<file path="config.mk">
export PLATFORM = sky130hd
export DESIGN_NAME = arcc_ctrl
export DESIGN_NICKNAME = d
export VERILOG_FILES = /design/src/rtl/arcc_pkg.sv /design/src/rtl/arcc_ctrl.sv
export SDC_FILE = /design/constraint.sdc
export NUM_CORES = 1
export LEC_CHECK = 0
export BUFFER_PORTS_ARGS = -buffer_cell sky130_fd_sc_hd__buf_2
export CORE_ASPECT_RATIO = 2
export CORE_MARGIN = 5
export CORE_UTILIZATION = 45
export DETAILED_ROUTE_END_ITERATION = 8
export HOLD_SLACK_MARGIN = 0.12
export PLACE_DENSITY_LB_ADDON = 0.08
export SLEW_MARGIN = 30
export SYNTH_ARGS = -nofsm -noshare
export SYNTH_HDL_FRONTEND = slang
export SYNTH_SLANG_ARGS = --single-unit
</file>
<file path="constraint.sdc">
create_clock -name clock_i -period 4.4 [get_ports clock_i]
set_clock_uncertainty 0.05 [all_clocks]
set_input_delay 0.22 -clock clock_i [delete_from_list [all_inputs] [get_ports clock_i]]
set_output_delay 0.22 -clock clock_i [all_outputs]
set_load 0.05 [all_outputs]
</file>
<file path="src/rtl/arcc_pkg.sv">
package arcc_pkg;
    // Register offsets (byte addresses, one word each)
    localparam logic [7:0] ARCC_OFF_SC1 = 8'h00;
    localparam logic [7:0] ARCC_OFF_RES_HI = 8'h04;
    localparam logic [7:0] ARCC_OFF_RES_LO = 8'h08;
    localparam logic [7:0] ARCC_OFF_IRQ_STAT = 8'h0c;
    localparam logic [7:0] ARCC_OFF_IRQ_MASK = 8'h10;
    localparam logic [7:0] ARCC_OFF_CFG = 8'h14;
    // Control and configuration register field positions
    localparam int ARCC_SC1_CH_LSB = 0;
    localparam int ARCC_SC1_CONT_BIT = 5;
    localparam int ARCC_SC1_IEN_BIT = 6;
    localparam int ARCC_SC1_DONE_BIT = 7;
    localparam int ARCC_CFG_MODE_LSB = 0;
    localparam int ARCC_CFG_ASYNC_BIT = 2;
    // Reset values
    localparam logic [4:0] ARCC_CH_RESET = 5'h1f;
    localparam logic [1:0] ARCC_MODE_RESET = 2'h0;
    localparam logic [1:0] ARCC_STAT_RESET = 2'h0;
    localparam logic [1:0] ARCC_MASK_RESET = 2'h0;
    // Channel value that switches the converter off
    localparam logic [4:0] ARCC_CH_OFF = 5'h1f;
    // Result width modes
    typedef enum logic [1:0] {
        ARCC_MODE_8 = 2'h0,
        ARCC_MODE_12 = 2'h1,
        ARCC_MODE_10 = 2'h2
    } arcc_mode_e;
    // Coherency state, one-hot
    typedef enum logic [1:0] {
        ARCC_ST_OPEN = 2'h1,
        ARCC_ST_FROZEN = 2'h2
    } arcc_state_e;
    // Register bus request
    typedef struct packed {
        logic [7:0] addr;
        logic [31:0] wdata;
        logic wr;
        logic rd;
    } arcc_bus_s;
    // Converter core request to start
    typedef struct packed {
        logic start;
        logic [4:0] channel;
        logic continuous;
    } arcc_conv_s;
endpackage : arcc_pkg

</file>
<file path="src/rtl/arcc_ctrl.sv">
// The implementer's own choices: the address-and-strobe port and the placing of the registers.
`timescale 1ns/1ps
// Overview of operation
// - high-byte read freezes low byte in 10/12-bit
// - 8-bit mode returns result in one byte
// - conversion end sets done flag
// - control write clears done flag, always
// - result holds latest completed conversion
// - done flag plus enable requests interrupt
// - control write selects channel and continuous mode
// - result reloads on every conversion end, in single and continuous mode alike
// - async converter clock crossed safely
module arcc_ctrl #(
    parameter int RES_W = 12
) (
    input wire logic clock_i,
    input wire logic rst_n_i,
    input wire arcc_pkg::arcc_bus_s bus_i,
    output logic [31:0] rdata_o,
    // Converter core, bus-clock side or asynchronous side
    input wire logic conv_done_sync_i,
    input wire logic conv_done_tgl_i,
    input wire logic [RES_W-1:0] conv_data_i,
    output arcc_pkg::arcc_conv_s conv_o,
    output logic irq_o
);
    import arcc_pkg::*;

    logic [4:0] channel_reg;
    logic cont_reg;
    logic ien_reg;
    logic done_reg;
    logic [1:0] mode_reg;
    logic async_reg;
    logic [RES_W-1:0] result_reg;
    logic [7:0] lo_hold_reg;
    arcc_state_e state_reg;
    logic [1:0] stat_reg;
    logic [1:0] mask_reg;
    logic tgl_s1_reg;
    logic tgl_s2_reg;
    logic tgl_s3_reg;
    logic [31:0] rdata_reg;
    logic irq_reg;
    arcc_conv_s conv_reg;

    logic sc1_wr;
    logic hi_rd;
    logic lo_rd;
    logic conv_end;
    logic [15:0] aligned;
    logic [7:0] hi_byte;
    logic [7:0] lo_byte;

    // Keep the top bits of the result for the selected width, right-justified
    function automatic logic [15:0] arcc_align(input logic [RES_W-1:0] d, input logic [1:0] m);
        logic [15:0] full;
        full = 16'(d);
        case (m)
            ARCC_MODE_8: arcc_align = {8'h00, full[RES_W-1 -: 8]};
            ARCC_MODE_10: arcc_align = {6'h00, full[RES_W-1 -: 10]};
            default: arcc_align = full;
        endcase
    endfunction : arcc_align

    // Address decode strobes
    assign sc1_wr = bus_i.wr && (bus_i.addr == ARCC_OFF_SC1);
    assign hi_rd = bus_i.rd && (bus_i.addr == ARCC_OFF_RES_HI);
    assign lo_rd = bus_i.rd && (bus_i.addr == ARCC_OFF_RES_LO);

    // clock selection
    // Async source: toggle edge after the sync pair; else direct pulse
    assign conv_end = async_reg ? (tgl_s2_reg ^ tgl_s3_reg) : conv_done_sync_i;

    always_ff @(posedge clock_i) begin
        if (!rst_n_i) begin
            tgl_s1_reg <= 1'b0;
            tgl_s2_reg <= 1'b0;
            tgl_s3_reg <= 1'b0;
        end else begin
            tgl_s1_reg <= conv_done_tgl_i;
            tgl_s2_reg <= tgl_s1_reg;
            tgl_s3_reg <= tgl_s2_reg;
        end
    end

    always_ff @(posedge clock_i) begin
        if (!rst_n_i) begin
            channel_reg <= ARCC_CH_RESET;
            cont_reg <= 1'b0;
            ien_reg <= 1'b0;
        end else if (sc1_wr) begin
            channel_reg <= bus_i.wdata[ARCC_SC1_CH_LSB +: 5];
            cont_reg <= bus_i.wdata[ARCC_SC1_CONT_BIT];
            ien_reg <= bus_i.wdata[ARCC_SC1_IEN_BIT];
        end
    end

    // Mode and clock source configuration
    always_ff @(posedge clock_i) begin
        if (!rst_n_i) begin
            mode_reg <= ARCC_MODE_RESET;
            async_reg <= 1'b0;
        end else if (bus_i.wr && bus_i.addr == ARCC_OFF_CFG) begin
            mode_reg <= bus_i.wdata[ARCC_CFG_MODE_LSB +: 2];
            async_reg <= bus_i.wdata[ARCC_CFG_ASYNC_BIT];
        end
    end

    // Start request to the converter core
    always_ff @(posedge clock_i) begin
        if (!rst_n_i) begin
            conv_reg <= '0;
            conv_reg.channel <= ARCC_CH_RESET;
        end else begin
            conv_reg.start <= sc1_wr && (bus_i.wdata[ARCC_SC1_CH_LSB +: 5] != ARCC_CH_OFF);
            conv_reg.channel <= sc1_wr ? bus_i.wdata[ARCC_SC1_CH_LSB +: 5] : channel_reg;
            conv_reg.continuous <= sc1_wr ? bus_i.wdata[ARCC_SC1_CONT_BIT] : cont_reg;
        end
    end

    // Done flag
    always_ff @(posedge clock_i) begin
        if (!rst_n_i) begin
            done_reg <= 1'b0;
        end else if (sc1_wr) begin
            done_reg <= 1'b0;
        end else if (conv_end) begin
            done_reg <= 1'b1;
        end
    end

    // Result register
    always_ff @(posedge clock_i) begin
        if (!rst_n_i) begin
            result_reg <= '0;
        end else if (conv_end) begin
            result_reg <= conv_data_i;
        end
    end

    // Aligned result split into bytes
    assign aligned = arcc_align(result_reg, mode_reg);
    assign hi_byte = aligned[15:8];
    assign lo_byte = aligned[7:0];

    // Coherency state machine
    always_ff @(posedge clock_i) begin
        if (!rst_n_i) begin
            state_reg <= ARCC_ST_OPEN;
            lo_hold_reg <= 8'h00;
        end else begin
            case (state_reg)
                ARCC_ST_OPEN: begin
                    if (hi_rd && mode_reg != ARCC_MODE_8) begin
                        state_reg <= ARCC_ST_FROZEN;
                        lo_hold_reg <= lo_byte;
                    end
                end
                ARCC_ST_FROZEN: begin
                    if (lo_rd) begin
                        state_reg <= ARCC_ST_OPEN;
                    end
                end
                default: state_reg <= ARCC_ST_OPEN;
            endcase
        end
    end

    // Interrupt status, write one to clear, set wins
    always_ff @(posedge clock_i) begin
        if (!rst_n_i) begin
            stat_reg <= ARCC_STAT_RESET;
        end else begin
            stat_reg <= (stat_reg & ~((bus_i.wr && bus_i.addr == ARCC_OFF_IRQ_STAT) ?
                bus_i.wdata[1:0] : 2'h0)) | {hi_rd && state_reg == ARCC_ST_FROZEN, conv_end};
        end
    end

    // Interrupt mask
    always_ff @(posedge clock_i) begin
        if (!rst_n_i) begin
            mask_reg <= ARCC_MASK_RESET;
        end else if (bus_i.wr && bus_i.addr == ARCC_OFF_IRQ_MASK) begin
            mask_reg <= bus_i.wdata[1:0];
        end
    end

    always_ff @(posedge clock_i) begin
        if (!rst_n_i) begin
            irq_reg <= 1'b0;
        end else begin
            irq_reg <= (done_reg && ien_reg) || |(stat_reg & mask_reg);
        end
    end

    // Read data, one cycle after the strobe
    always_ff @(posedge clock_i) begin
        if (!rst_n_i) begin
            rdata_reg <= 32'h0000_0000;
        end else if (bus_i.rd) begin
            case (bus_i.addr)
                ARCC_OFF_SC1: rdata_reg <= {24'h0, done_reg, ien_reg, cont_reg, channel_reg};
                ARCC_OFF_RES_HI: rdata_reg <= {24'h0, mode_reg == ARCC_MODE_8 ? lo_byte : hi_byte};
                ARCC_OFF_RES_LO: rdata_reg <= {24'h0,
                    state_reg == ARCC_ST_FROZEN ? lo_hold_reg : lo_byte};
                ARCC_OFF_IRQ_STAT: rdata_reg <= {30'h0, stat_reg};
                ARCC_OFF_IRQ_MASK: rdata_reg <= {30'h0, mask_reg};
                ARCC_OFF_CFG: rdata_reg <= {29'h0, async_reg, mode_reg};
                default: rdata_reg <= 32'h0000_0000;
            endcase
        end else begin
            rdata_reg <= 32'h0000_0000;
        end
    end

    assign rdata_o = rdata_reg;
    assign irq_o = irq_reg;
    assign conv_o = conv_reg;
endmodule : arcc_ctrl

</file>
======== After elaboration in Yosys (flattened, before gate mapping) ========
Index checks and enable logic that the tools add are counted.
operators by class
  muxes and demuxes ....................... 11
  equal/unequal tests ..................... 11
  reduce and logical (&&, ||, !) cells .... 19
  bitwise operators ....................... 6
operator list
  cell                                                 count
  case mux 8 bit (6 select lines)                      1
  case mux 12 bit (2 select lines)                     1
  equality test 8 x 4 -> 1 bit, second input constant  2
  equality test 8 x 5 -> 1 bit, second input constant  2
  2-to-1 mux 8 bit                                     2
  logical AND 1 bit                                    10
  equality test 8 x 3 -> 1 bit, second input constant  1
  zero test 8 bit                                      1
  2-to-1 mux 2 bit                                     3
  AND reduction 2 bit                                  3
  2-to-1 mux 5 bit                                     1
  != test 5 bit, second input constant                 1
  bitwise AND 2 bit                                    2
  equality test 2 bit, second input constant           2
  != test 2 bit, second input constant                 2
  case mux 2 bit (2 select lines)                      1
  OR reduction 2 bit                                   2
  equality test 2 x 1 -> 1 bit, second input constant  1
  zero test 2 bit                                      1
  2-to-1 mux 1 bit                                     2
  NOT 2 bit                                            1
  OR 2 bit                                             1
  nonzero test 2 bit                                   1
  logical OR 1 bit                                     1
  other kinds (2)                                      2
word-level totals
  word-level logic and storage cells ...... 64
  input bits .............................. 58
  output and inout bits ................... 40
  flip-flop bits (word level) ............. 74

======== Longest topological paths before layout ========
Gate-level depths: netlist of the first run.
  depth after elaboration ................. 6
  mapped depth ............................ 7
  mapped depth without buffers ............ 4

======== Least setup slack after synthesis of the first run ========
No wires, ideal clock.
  path type ............................... flip-flop to flip-flop
  start ................................... register mode_reg[1]
  end ..................................... register state_reg[1]
  period minus slack after synthesis ...... 1426 ps
  library setup time ...................... 118 ps
  setup slack ............................. 2974 ps
  required time ........................... 4232 ps
  cell stages (with the launch flop) ...... 7
  buffers on the path ..................... 2
  arrival ................................. 1259 ps
  cell sequence ........................... dfxtp_1 -> buf_4 -> nor2_4 -> and4bb_1 -> buf_6 -> and2_4 -> o221a_4
on the way
  cells in the longest elaborated chain, start to end .. 4
ends and longest elaborated chain
  what                                  line              source
  start: declaration                    arcc_ctrl.sv:33   logic [1:0] mode_reg;
  start signal: assignment              arcc_ctrl.sv:105  mode_reg <= bus_i.wdata[ARCC_CFG_MODE_LSB +: 2];
  nonzero test 2 bit                    arcc_ctrl.sv:155  if (hi_rd && mode_reg != ARCC_MODE_8) begin
  logical AND 1 bit                     arcc_ctrl.sv:155
  != test 2 bit (no source line)        --
  AND reduction 2 bit (no source line)  --
  end signal: assignment                arcc_ctrl.sv:156  state_reg <= ARCC_ST_FROZEN;
  end signal: assignment                arcc_ctrl.sv:162  state_reg <= ARCC_ST_OPEN;
  end signal: assignment                arcc_ctrl.sv:165  default: state_reg <= ARCC_ST_OPEN;
  end: declaration                      arcc_ctrl.sv:37   arcc_state_e state_reg;
Every way passes these cells.
A chain may end at the register's enable or synchronous reset.

======== Worst setup path after layout of the first run ========
  start ................................... register mode_reg[0]
  end ..................................... register lo_hold_reg[4]
on the way
  cells in the longest elaborated chain, start to end .. 3
ends and longest elaborated chain
  what                                                                                      line              source
  parallel branches: the longest is 3 deep, another holds case mux 12 bit (2 select lines)  --
  end signal: assignment                                                                    arcc_ctrl.sv:157  lo_hold_reg <= lo_byte;
  end: declaration                                                                          arcc_ctrl.sv:36   logic [7:0] lo_hold_reg;
Parallel ways; which one is timed is not known.

==> implementation parameters, run 1 <==
Parameter                              Value

Die
  CORE AREA    0.00601 sq mm
  Die Area    0.00797 sq mm
  DIE WIDTH    65.7 um
  Number of top-level design ports    98
  Initial standard-cell utilization of the core    46.4%
  Cell Rows    40
  DIE HEIGHT    121 um

Synthesis
  Fraction of the yosys area taken by sequential cells    35.9%
  Post-synth EDFFs    0
  Cell area after synthesis    0.00279 sq mm
  Primary FF master, synth    sky130_fd_sc_hd__dfxtp_1
  Synth async-reset ratio    0%
  Area share of the largest cell type after synthesis    35.9%
  Post-synthesis instance total    305
  Cell taking the most area after synthesis    sky130_fd_sc_hd__dfxtp_1
  Average instance area after synthesis    9.14 sq um
  Yosys warning count    0
  Post-synthesis cell type count    58
  Flops & latches, synth    50
  Main area contributors after synthesis    sky130_fd_sc_hd__dfxtp_1, sky130_fd_sc_hd__mux2i_1, sky130_fd_sc_hd__buf_4, sky130_fd_sc_hd__nor2_1, sky130_fd_sc_hd__a21oi_1

Layout
  Combined flip-flop and latch cell area    0.00100 sq mm
  Final net count    410
  Area growth from synthesis to final layout    14.1%
  Number of filler instances in the final layout    579
  Share of final-layout standard cells stronger than drive strength 1    21.5%
  Flip-flop count of the largest register, all copies and words added    12
  Diodes inserted    0
  Share of the core filled with cells in the final layout    53.0%
  Final standard cell area without fillers    0.00318 sq mm
  Multi-input gate area in the final layout    0.00156 sq mm

Global route
  Met2 layer usage reported by global route    35.7%
  Number of global-route vias before repair    2245
  Met3 Usage GRT    2.69%
  GRT Residual Overflow    0
  Highest-utilization routing layer at the global route stage    met2
  Antenna violations before repair    0
  Pin count of the biggest net entering global routing    29
  GR Util met1    18.9%
  Total global-route track usage    18.7%
  Global-route wire length before repair    11200 um

Pwr
  Gate power share    13.1%
  Switching power    0.000289 W
  PwrDens    317 mW/mm^2
  Clock network fraction of total power    40.2%
  Switch share    28.6%
  Internal Dissipation    0.000721 W
  Leakage dissipation    1.35 nW
  Worst ir drop on vdd    0.252 mV
  Register share of total power    46.7%

CTS
  Clock-pin slew reported for the worst setup and hold paths after clock tree synthesis    0.07 ns
  # clock sinks    50
  Number of gates resized after cts    0
  Clk_lat worst skew    0.30 ns
  CTS tree    done
  CTS H-tree depth    2
  Root Driver    sky130_fd_sc_hd__clkbuf_16
  Clock buffer count from CTS    5
  CTS max path bufs    2

Worst setup path
  Largest stage delay, worst path    0.93 ns
  Critical Path AT    2.26 ns
  Slowest stage cell on the critical path    sky130_fd_sc_hd__dfxtp_1
  Req. time, crit path    4.56 ns
  Combined buffer and inverter count along the critical path    0
  Max Fanout on Critical Path    28
  Kind of cell adding the most delay to the critical path    flip-flops
  Critical Path Source Type    flop
  Cell breakdown of the critical path    nor2_4 > and4bb_1 > o2111ai_1 > a21oi_1
  Worst setup path class    reg2reg
  Endpoint class of the critical path    flop

Placement
  Final GP Congestion    0.839
  IO Port Bufs    48
  Post-detailed-placement half-perimeter wirelength    5400 um
  Area after detailed placement    0.00290 sq mm

Drt
  Number of nets still failing antenna checks after routing    0
  Number of DRC violations after detailed-routing iteration 0    115
  Post-Route WL    7160 um
  Total vias in the final route    2291
  Pre-antenna DRT Iters    4
  Post-route DRC    0
  Post-detailed-route wirelength per cell    17.2 um
  Mean number of vias per cell    5.51

STA
  Max Fclk    475 MHz
  Min Tclk post-route    2.11 ns
  Post-route fraction of the period consumed by the critical path    47.9%
  Accumulated negative setup slack    0 ns
  RSZ-0062 raised after global routing    false
  Final setup violation count    0
  Fin. max-slew vios    0
  Slew @ Worst Pin    0.927 ns
  Slew Limit Headroom    38.1%
  Fin Hold WS    0.118 ns
  Final Hold Violating Endpoints    0

Job
  Max capacitance violation total    0

Min path
  Path category of the worst min-delay check    in2reg

Run status
  Run status    finished clean
==> worst paths after layout <==
path	from	endpoint	slack, ns	depth (start not counted)
worst min-delay path	conv_data_i[0]	result_reg[0]	0.12	3
worst min register to register	tgl_s1_reg	tgl_s2_reg	0.39	1
worst max-delay path	mode_reg[0]	lo_hold_reg[4]	2.29	4
worst max register to register	mode_reg[0]	lo_hold_reg[4]	2.29	4
==> cell type report <==
type / count / share of cell area, %
inverters: 5 / 0.590
well taps: 63 / 2.48
clock inverters: 3 / 0.904
clock buffers: 5 / 3.93
flip-flops and latches: 50 / 31.4
multi-input cells: 229 / 49.0
repair buffers: 61 / 11.6
==> metrics by stage <==
| stage | total power (W) | setup slack (ns) | cells |
|---|---|---|---|
| after floorplan | 0.000589 | 2.97 | 328 |
| after global placement | 0.000604 | 2.35 | 395 |
| after detailed placement | 0.000605 | 2.34 | 395 |
| after CTS | 0.00102 | 2.31 | 416 |
| after global routing | 0.00105 | 2.14 | 416 |
| final | 0.00101 | 2.29 | 416 |
==> layer usage <==
metal  wire (um)  up-vias  share of wire (%)
met5           0        -                  0
li1            -     1136                  -
met4         215        0                3.0
met1        2680     1092                 37
met2        4030       48                 56
met3         239       15                3.3
==> power by group through the flow <==
stage / logic [W] / registers [W] / clock network (W)
after floorplan: 0.000112 / 0.000478 / 0
after global placement: 0.000122 / 0.000482 / 0
after detailed placement: 0.000123 / 0.000482 / 0
after CTS: 0.000132 / 0.000472 / 0.000414
after global routing: 0.000143 / 0.000473 / 0.000434
final: 0.000132 / 0.000472 / 0.000406
==> Yosys cell counts (6+ instances only) <==
master / count
sky130_fd_sc_hd__nor2b_1: 8
sky130_fd_sc_hd__o21ai_0: 7
sky130_fd_sc_hd__a21oi_1: 17
sky130_fd_sc_hd__and2_1: 6
sky130_fd_sc_hd__dfxtp_1: 50
sky130_fd_sc_hd__nand2_1: 21
sky130_fd_sc_hd__o2111ai_1: 6
sky130_fd_sc_hd__buf_4: 28
sky130_fd_sc_hd__buf_2: 7
sky130_fd_sc_hd__nand2b_1: 8
sky130_fd_sc_hd__mux2i_1: 31
sky130_fd_sc_hd__nor2_1: 28
==> logic make-up after synthesis <==
family                 share of synthesized area [%]
multiplexers                                    14.0
AND/OR/NAND/NOR                                 21.3
XOR/XNOR                                       0.314
flip-flops                                      35.9
buffers and inverters                           11.3
other                                          0.134
AO/OA/AOI/OAI                                   17.1
==> tightest hold or removal path, cell delays in order <==
cell	delay, ns
sky130_fd_sc_hd__buf_2	0.08
sky130_fd_sc_hd__mux2i_1	0.05
sky130_fd_sc_hd__nor2_1	0.07
==> layout by cell type, fill, tap and decap left out, drive strengths merged, types with 4 or more instances in the layout <==
master / Yosys / layout
a211o: 4 / 4
a21oi: 17 / 17
a31oi: 4 / 4
and2: 8 / 8
buf: 40 / 48
clkbuf: 4 / 5
conb: 1 / 24
dfxtp: 50 / 50
dlygate4sd3: 0 / 13
inv: 4 / 6
mux2: 5 / 5
mux2i: 32 / 32
nand2: 22 / 22
nand2b: 8 / 8
nand3: 6 / 6
nand4: 5 / 5
nor2: 29 / 29
nor2b: 8 / 8
o2111ai: 6 / 6
o211ai: 5 / 5
o21a: 4 / 4
o21ai: 12 / 12
==> timing repair <==
item                                   in CTS  in global routing
buffers inserted                            0                  0
hold buffers                               13                  0
endpoints found under the hold margin      13                  0
Note: power is estimated with default switching activity, not from simulation.
==> run 2, diff against run 1 <==
==> constraint.sdc (replaced) <==
create_clock -name clock_i -period 1.8 [get_ports clock_i]
set_clock_uncertainty 0.05 [all_clocks]
set_input_delay 0.09 -clock clock_i [delete_from_list [all_inputs] [get_ports clock_i]]
set_output_delay 0.09 -clock clock_i [all_outputs]
set_load 0.05 [all_outputs]
==> run 2 against run 1 <==
Effect of this change:
- critical path depth up 3
- first-iteration DRC count increased by 5.2%
- critical path type is now in2reg
- critical endpoint unchanged
- clock power rose to 2.8 times the previous value
==> implementation parameters, run 2 (synthesis gave the netlist of run 1 again) <==
Parameter                              Value

CTS
  CTS max path bufs    2 (unchanged)
  Root Driver    sky130_fd_sc_hd__clkbuf_16
  Clock-pin slew reported for the worst setup and hold paths after clock tree synthesis    0.06 ns (about the same)
  Clock buffer count from CTS    5 (unchanged)
  # clock sinks    50 (unchanged)
  CTS H-tree depth    2 (unchanged)
  Clk_lat worst skew    0.29 ns (about the same)
  CTS tree    done

Worst setup path
  Endpoint class of the critical path    flop
  Worst setup path class    in2reg
  Internal reg-to-reg setup slack    0.23 ns (-2.06 ns)
  Worst r2r dst    lo_hold_reg[0]
  Critical Path Source Type    input port
  Combined buffer and inverter count along the critical path    3 (+3)
  Req. time, crit path    1.97 ns (-2.59 ns)
  Worst Reg-to-Reg Cells    4 (unchanged)
  Cell breakdown of the critical path    dlygate4sd3_1 > buf_2 > nor4bb_2 > and4bb_1 > buf_4 > o2111ai_1 > a21oi_1
  Critical Path AT    1.85 ns (-0.41 ns)
  Critical Path Stages    7 (+3)
  Slowest stage cell on the critical path    sky130_fd_sc_hd__dlygate4sd3_1
  Max Fanout on Critical Path    8 (-71%)
  Largest stage delay, worst path    0.53 ns (-0.40 ns)
  R2R Path Start    mode_reg[1]
  Kind of cell adding the most delay to the critical path    buffers and inverters

Global route
  GRT Residual Overflow    0 (unchanged)
  Total global-route track usage    19.9% (+1.2 points)
  Global-route wire length before repair    12000 um (+7.1%)
  Antenna violations before repair    0 (unchanged)
  Number of global-route vias before repair    2438 (+8.6%)
  Pin count of the biggest net entering global routing    27 (-6.9%)

Layout
  Diodes inserted    0 (unchanged)
  Most used cells in the layout excluding fill and tap cells    sky130_fd_sc_hd__dfxtp_1, sky130_fd_sc_hd__buf_2, sky130_fd_sc_hd__mux2i_1
  Share of final-layout standard cells stronger than drive strength 1    24.4% (+2.9 points)
  Most frequent standard cell in the layout excluding fill and tap cells    sky130_fd_sc_hd__dfxtp_1
  Area growth from synthesis to final layout    22.6%
  Final net count    434 (+5.9%)
  Flip-flop count of the largest register, all copies and words added    12 (unchanged)

Min path
  Worst hold path endpoint    rdata_o[1]
  Path category of the worst min-delay check    in2reg
  Hold Path Depth    4 (+1)
  Hold_sp    bus_i[39]

Drt
  Number of nets still failing antenna checks after routing    0 (unchanged)
  Post-route DRC    0 (unchanged)
  Total vias in the final route    2431 (+6.1%)
  Pre-antenna DRT Iters    4 (unchanged)
  Number of DRC violations after detailed-routing iteration 0    121 (+5.2%)
  Mean number of vias per cell    5.53 (+0.32%)
  Post-Route WL    7590 um (+6.0%)
  Post-detailed-route wirelength per cell    17.2 um (+0.24%)

Die
  CORE AREA    0.00601 sq mm (unchanged)
  Cell Rows    40 (unchanged)
  Initial standard-cell utilization of the core    46.4% (unchanged)
  DIE HEIGHT    121 um (unchanged)
  DIE WIDTH    65.7 um (unchanged)
  Die Area    0.00797 sq mm (unchanged)
  Number of top-level design ports    98 (unchanged)

STA
  Post-route fraction of the period consumed by the critical path    93.0%
  RSZ-0062 raised after global routing    false
  Fin Hold WS    0.186 ns (+0.0672 ns)
  Max Fclk    597 MHz
  Final setup violation count    0 (unchanged)
  Accumulated negative setup slack    0 ns (unchanged)
  Final Hold Violating Endpoints    0 (unchanged)
  Min Tclk post-route    1.67 ns
  Fin. max-slew vios    0 (unchanged)

Placement
  IO Port Bufs    48 (unchanged)
  Post-detailed-placement half-perimeter wirelength    5660 um (+4.9%)
  Final GP Congestion    0.869 (+3.5%)

Pwr
  Leakage dissipation    1.47 nW (+9.3%)
  PwrDens    768 mW/mm^2 (+140%)
  Worst ir drop on vdd    0.634 mV (+150%)

Job
  Max capacitance violation total    0 (unchanged)

Run status
  Run status    finished clean
-- run 2: final cells by class --
type                            instances  area [sq um]
Clock buffer                            6           139
Clock inverter                          2          38.8
Inverter                                5          18.8
Timing Repair Buffer                   85           576
Sequential cell                        50          1000
Multi-Input combinational cell        229          1570
Fill cell                             552          2590
Tap cell                               63          78.8
-- run 2: repair_timing --
item                                    in CTS  in global routing
endpoints found under the setup margin       0                  5
hold buffers                                23                  0
gates resized for setup                      0                  2
buffers inserted                             0                  0
endpoints found under the hold margin       29                  0
-- run 2: worst max path at each step --
| stage | from | endpoint |
|---|---|---|
| floorplan | mode_reg[1] | state_reg[1] |
| global placement | mode_reg[1] | rdata_o[1] |
| detailed placement | mode_reg[1] | rdata_o[1] |
| CTS | mode_reg[1] | rdata_o[1] |
| global route | bus_i[0] | lo_hold_reg[5] |
| finish | bus_i[0] | lo_hold_reg[4] |
-- run 2: worst register-to-register path, cell delays in order (launching register included) --
cell	delay, ns
sky130_fd_sc_hd__dfxtp_2	0.51
sky130_fd_sc_hd__nor2_4	0.08
sky130_fd_sc_hd__or3b_1	0.51
sky130_fd_sc_hd__o21ai_0	0.22
sky130_fd_sc_hd__a21oi_1	0.08
-- run 2: routing by layer --
layer / up-vias / global-route usage [%] / share of wire, %
li1: 1187 / - / -
met1: 1151 / 19.9 / 36
met2: 72 / 37.6 / 57
met3: 21 / 2.97 / 3.6
met4: 0 / 10.1 / 3.4
met5: - / 0 / 0
-- run 2: metrics by stage --
step / std cells / cell area, sq um / power [W] / setup slack, ns / utilization (%)
global route: 440 / 3420 / 0.00273 / 0.0110 / 56.9
detailed placement: 409 / 3000 / 0.00149 / 0.0627 / 50.0
global placement: 409 / 3000 / 0.00149 / 0.0600 / 50.0
CTS: 440 / 3410 / 0.00265 / 0.0177 / 56.8
floorplan: 328 / 2880 / 0.00144 / 0.374 / -
finish: 440 / 3420 / 0.00262 / 0.126 / 56.9
-- run 2: report_power, final --
part           internal, W  switching, W  total [W]
logic             0.000124      0.000230   0.000354
registers          0.00113     0.0000259    0.00115
clock network     0.000699      0.000417    0.00112
total              0.00195      0.000673    0.00262
==> run 3, diff against run 2 <==
--- a/config.mk
+++ b/config.mk
@@ -6,7 +6,7 @@
 export NUM_CORES = 1
 export LEC_CHECK = 0
 export BUFFER_PORTS_ARGS = -buffer_cell sky130_fd_sc_hd__buf_2
-export CORE_ASPECT_RATIO = 2
+export CORE_ASPECT_RATIO = 0.75
 export CORE_MARGIN = 5
 export CORE_UTILIZATION = 45
 export DETAILED_ROUTE_END_ITERATION = 8
==> run 3 against run 2 <==
Effect of this change:
- final cell count increased by 3.0%
- final area down 2.2%
- first-iteration DRC count rose by 68%
- worst setup slack worse by 0.025 ns
- maximum frequency is 1.5% lower
- flip-flop and latch count is the same
- sequential share of layout area increased by 0.67 points
- register-to-register slack worse by 0.08 ns
- via count decreased by 3.5%
- wire length decreased by 4.9%
- core utilization shrank 0.42 points
- combinational power shrank 1%
- critical path type unchanged
- largest cell class unchanged
- largest power group unchanged
==> implementation parameters, run 3 (synthesis gave the netlist of run 1 again) <==
Parameter                              Value

Run status
  Run status    finished clean

Die
  Die Area    0.00789 sq mm (-0.99%)
  Number of top-level design ports    98 (unchanged)
  DIE HEIGHT    78.2 um (-36%)
  Cell Rows    24 (-40%)
  CORE AREA    0.00592 sq mm (-1.5%)
  Initial standard-cell utilization of the core    47.1% (+0.71 points)
  DIE WIDTH    101 um (+54%)

Global route
  Global-route wire length before repair    11600 um (-3.4%)
  Number of global-route vias before repair    2238 (-8.2%)
  Met2 layer usage reported by global route    26.4% (-11 points)
  Met3 Usage GRT    3.10% (+0.13 points)
  Antenna violations before repair    0 (unchanged)
  Pin count of the biggest net entering global routing    28 (+3.7%)
  Total global-route track usage    18.4% (-1.4 points)
  GR Util met1    28.7% (+8.8 points)
  GRT Residual Overflow    0 (unchanged)
  Highest-utilization routing layer at the global route stage    met1

Placement
  Area after detailed placement    0.00300 sq mm (-0.12%)
  Final GP Congestion    0.890 (+2.4%)
  Post-detailed-placement half-perimeter wirelength    5240 um (-7.5%)
  IO Port Bufs    48 (unchanged)

Layout
  Share of final-layout standard cells stronger than drive strength 1    23.5% (-0.94 points)
  Area growth from synthesis to final layout    19.8%
  Most used cells in the layout excluding fill and tap cells    sky130_fd_sc_hd__dfxtp_1, sky130_fd_sc_hd__buf_2, sky130_fd_sc_hd__mux2i_1
  Diodes inserted    0 (unchanged)
  Flip-flop count of the largest register, all copies and words added    12 (unchanged)
  Final standard cell area without fillers    0.00334 sq mm (-2.2%)
  Final net count    432 (-0.46%)
  Most frequent standard cell in the layout excluding fill and tap cells    sky130_fd_sc_hd__dfxtp_1

CTS
  Clock-pin slew reported for the worst setup and hold paths after clock tree synthesis    0.10 ns (+0.04 ns)
  Root Driver    sky130_fd_sc_hd__clkbuf_8
  Post-CTS setup buffer count    0 (unchanged)
  CTS H-tree depth    2 (unchanged)
  CTS max path bufs    2 (unchanged)
  CTS tree    done
  Clk_lat worst skew    0.30 ns (about the same)
  Clock buffer count from CTS    5 (unchanged)
  # clock sinks    50 (unchanged)

Worst setup path
  Critical Path Source Type    input port
  Slowest stage cell on the critical path    sky130_fd_sc_hd__dlygate4sd3_1
  Largest stage delay, worst path    0.57 ns (+0.04 ns)
  Top cell by count, worst path    sky130_fd_sc_hd__dlygate4sd3_1
  Start point of the critical path    rst_n_i
  Worst setup path class    in2reg
  Req. time, crit path    2.00 ns (+0.03 ns)
  Endpoint class of the critical path    flop
  Critical Path AT    1.90 ns (+0.05 ns)
  Combined buffer and inverter count along the critical path    5 (+2)
  R2R Path Start    mode_reg[0]
  Kind of cell adding the most delay to the critical path    buffers and inverters
  Max Fanout on Critical Path    27 (+19)
  Cell breakdown of the critical path    dlygate4sd3_1 > buf_2 > clkinv_1 > buf_4 > a311oi_2 > dlygate4sd3_1

Min path
  Hold_sp    bus_i[41]
  Path category of the worst min-delay check    in2reg

Job
  Max capacitance violation total    0 (unchanged)

Pwr
  Worst ir drop on vdd    0.393 mV (-38%)
  PwrDens    662 mW/mm^2 (-14%)
  Leakage dissipation    1.43 nW (-3.0%)

Drt
  Pre-antenna DRT Iters    5 (+1)
  Post-detailed-route wirelength per cell    15.9 um (-7.6%)
  Number of DRC violations after detailed-routing iteration 0    203 (+68%)
  Total vias in the final route    2346 (-3.5%)
  Post-route DRC    0 (unchanged)
  Post-Route WL    7220 um (-4.9%)
  Number of nets still failing antenna checks after routing    0 (unchanged)
  Mean number of vias per cell    5.18 (-6.3%)

STA
  Accumulated negative setup slack    0 ns (unchanged)
  Post-route fraction of the period consumed by the critical path    94.4% (+1.4 points)
  Fin. max-slew vios    0 (unchanged)
  Final setup violation count    0 (unchanged)
  Max Fclk    589 MHz (-1.5%)
  Min Tclk post-route    1.70 ns (+0.0247 ns)
  Final Hold Violating Endpoints    0 (unchanged)
  RSZ-0062 raised after global routing    false
-- run 3: power by group --
part | internal [W] | switching (W) | total [W] | leakage (nW)
Clock | 0.000317 | 0.000393 | 0.000710 | 0.0514
Combinational | 0.000122 | 0.000227 | 0.000349 | 0.969
Sequential | 0.00113 | 0.0000260 | 0.00115 | 0.407
Total | 0.00157 | 0.000646 | 0.00221 | 1.43
-- run 3: area by class of cell --
| type | count | area (sq um) |
|---|---|---|
| Fill cell | 565 | 2570 |
| Multi-Input combinational cell | 229 | 1560 |
| Sequential cell | 50 | 1000 |
| Timing Repair Buffer | 83 | 563 |
| Tap cell | 78 | 97.6 |
| Clock buffer | 6 | 82.6 |
| Inverter | 5 | 18.8 |
| Clock inverter | 2 | 17.5 |
-- run 3: what timing repair did --
item | CTS | global route
endpoints found under the hold margin | 30 | 0
resized for setup | 0 | 1
endpoints found under the setup margin | 0 | 11
hold buffers | 24 | 0
-- run 3: routing by layer --
layer / routed length, um / part of all wire, %
met4: 78 / 1.1
met2: 2960 / 41
met1: 3690 / 51
met5: 0 / 0
met3: 489 / 6.8
-- run 3: path summary, 6_finish.rpt --
kind | end | slack (ns) | cells after the start
setup reg to reg | rdata_o[2] | 0.15 | 4
setup / recovery | conv_o[6] | 0.10 | 6
hold reg to reg | tgl_s2_reg | 0.39 | 1
hold / removal | rdata_o[1] | 0.15 | 4
-- run 3: worst reg2reg max path: stages (launching register included) --
cell and delay, ns:
sky130_fd_sc_hd__dfxtp_1 0.58, sky130_fd_sc_hd__buf_4 0.31, sky130_fd_sc_hd__nor2_1 0.09, sky130_fd_sc_hd__a211o_1 0.31, sky130_fd_sc_hd__a21oi_1 0.22
-- run 3: stage by stage --
step	utilization, %	total power [W]	worst slack, ns	cells	hold slack (ns)
floorplan	-	0.00144	0.374	328	0.156
CTS	56.5	0.00224	0.0385	453	0.147
global route	56.5	0.00230	0.000750	453	0.173
global placement	50.7	0.00148	0.0742	421	0.263
finish	56.5	0.00221	0.101	453	0.154
detailed placement	50.7	0.00149	0.0393	421	0.252
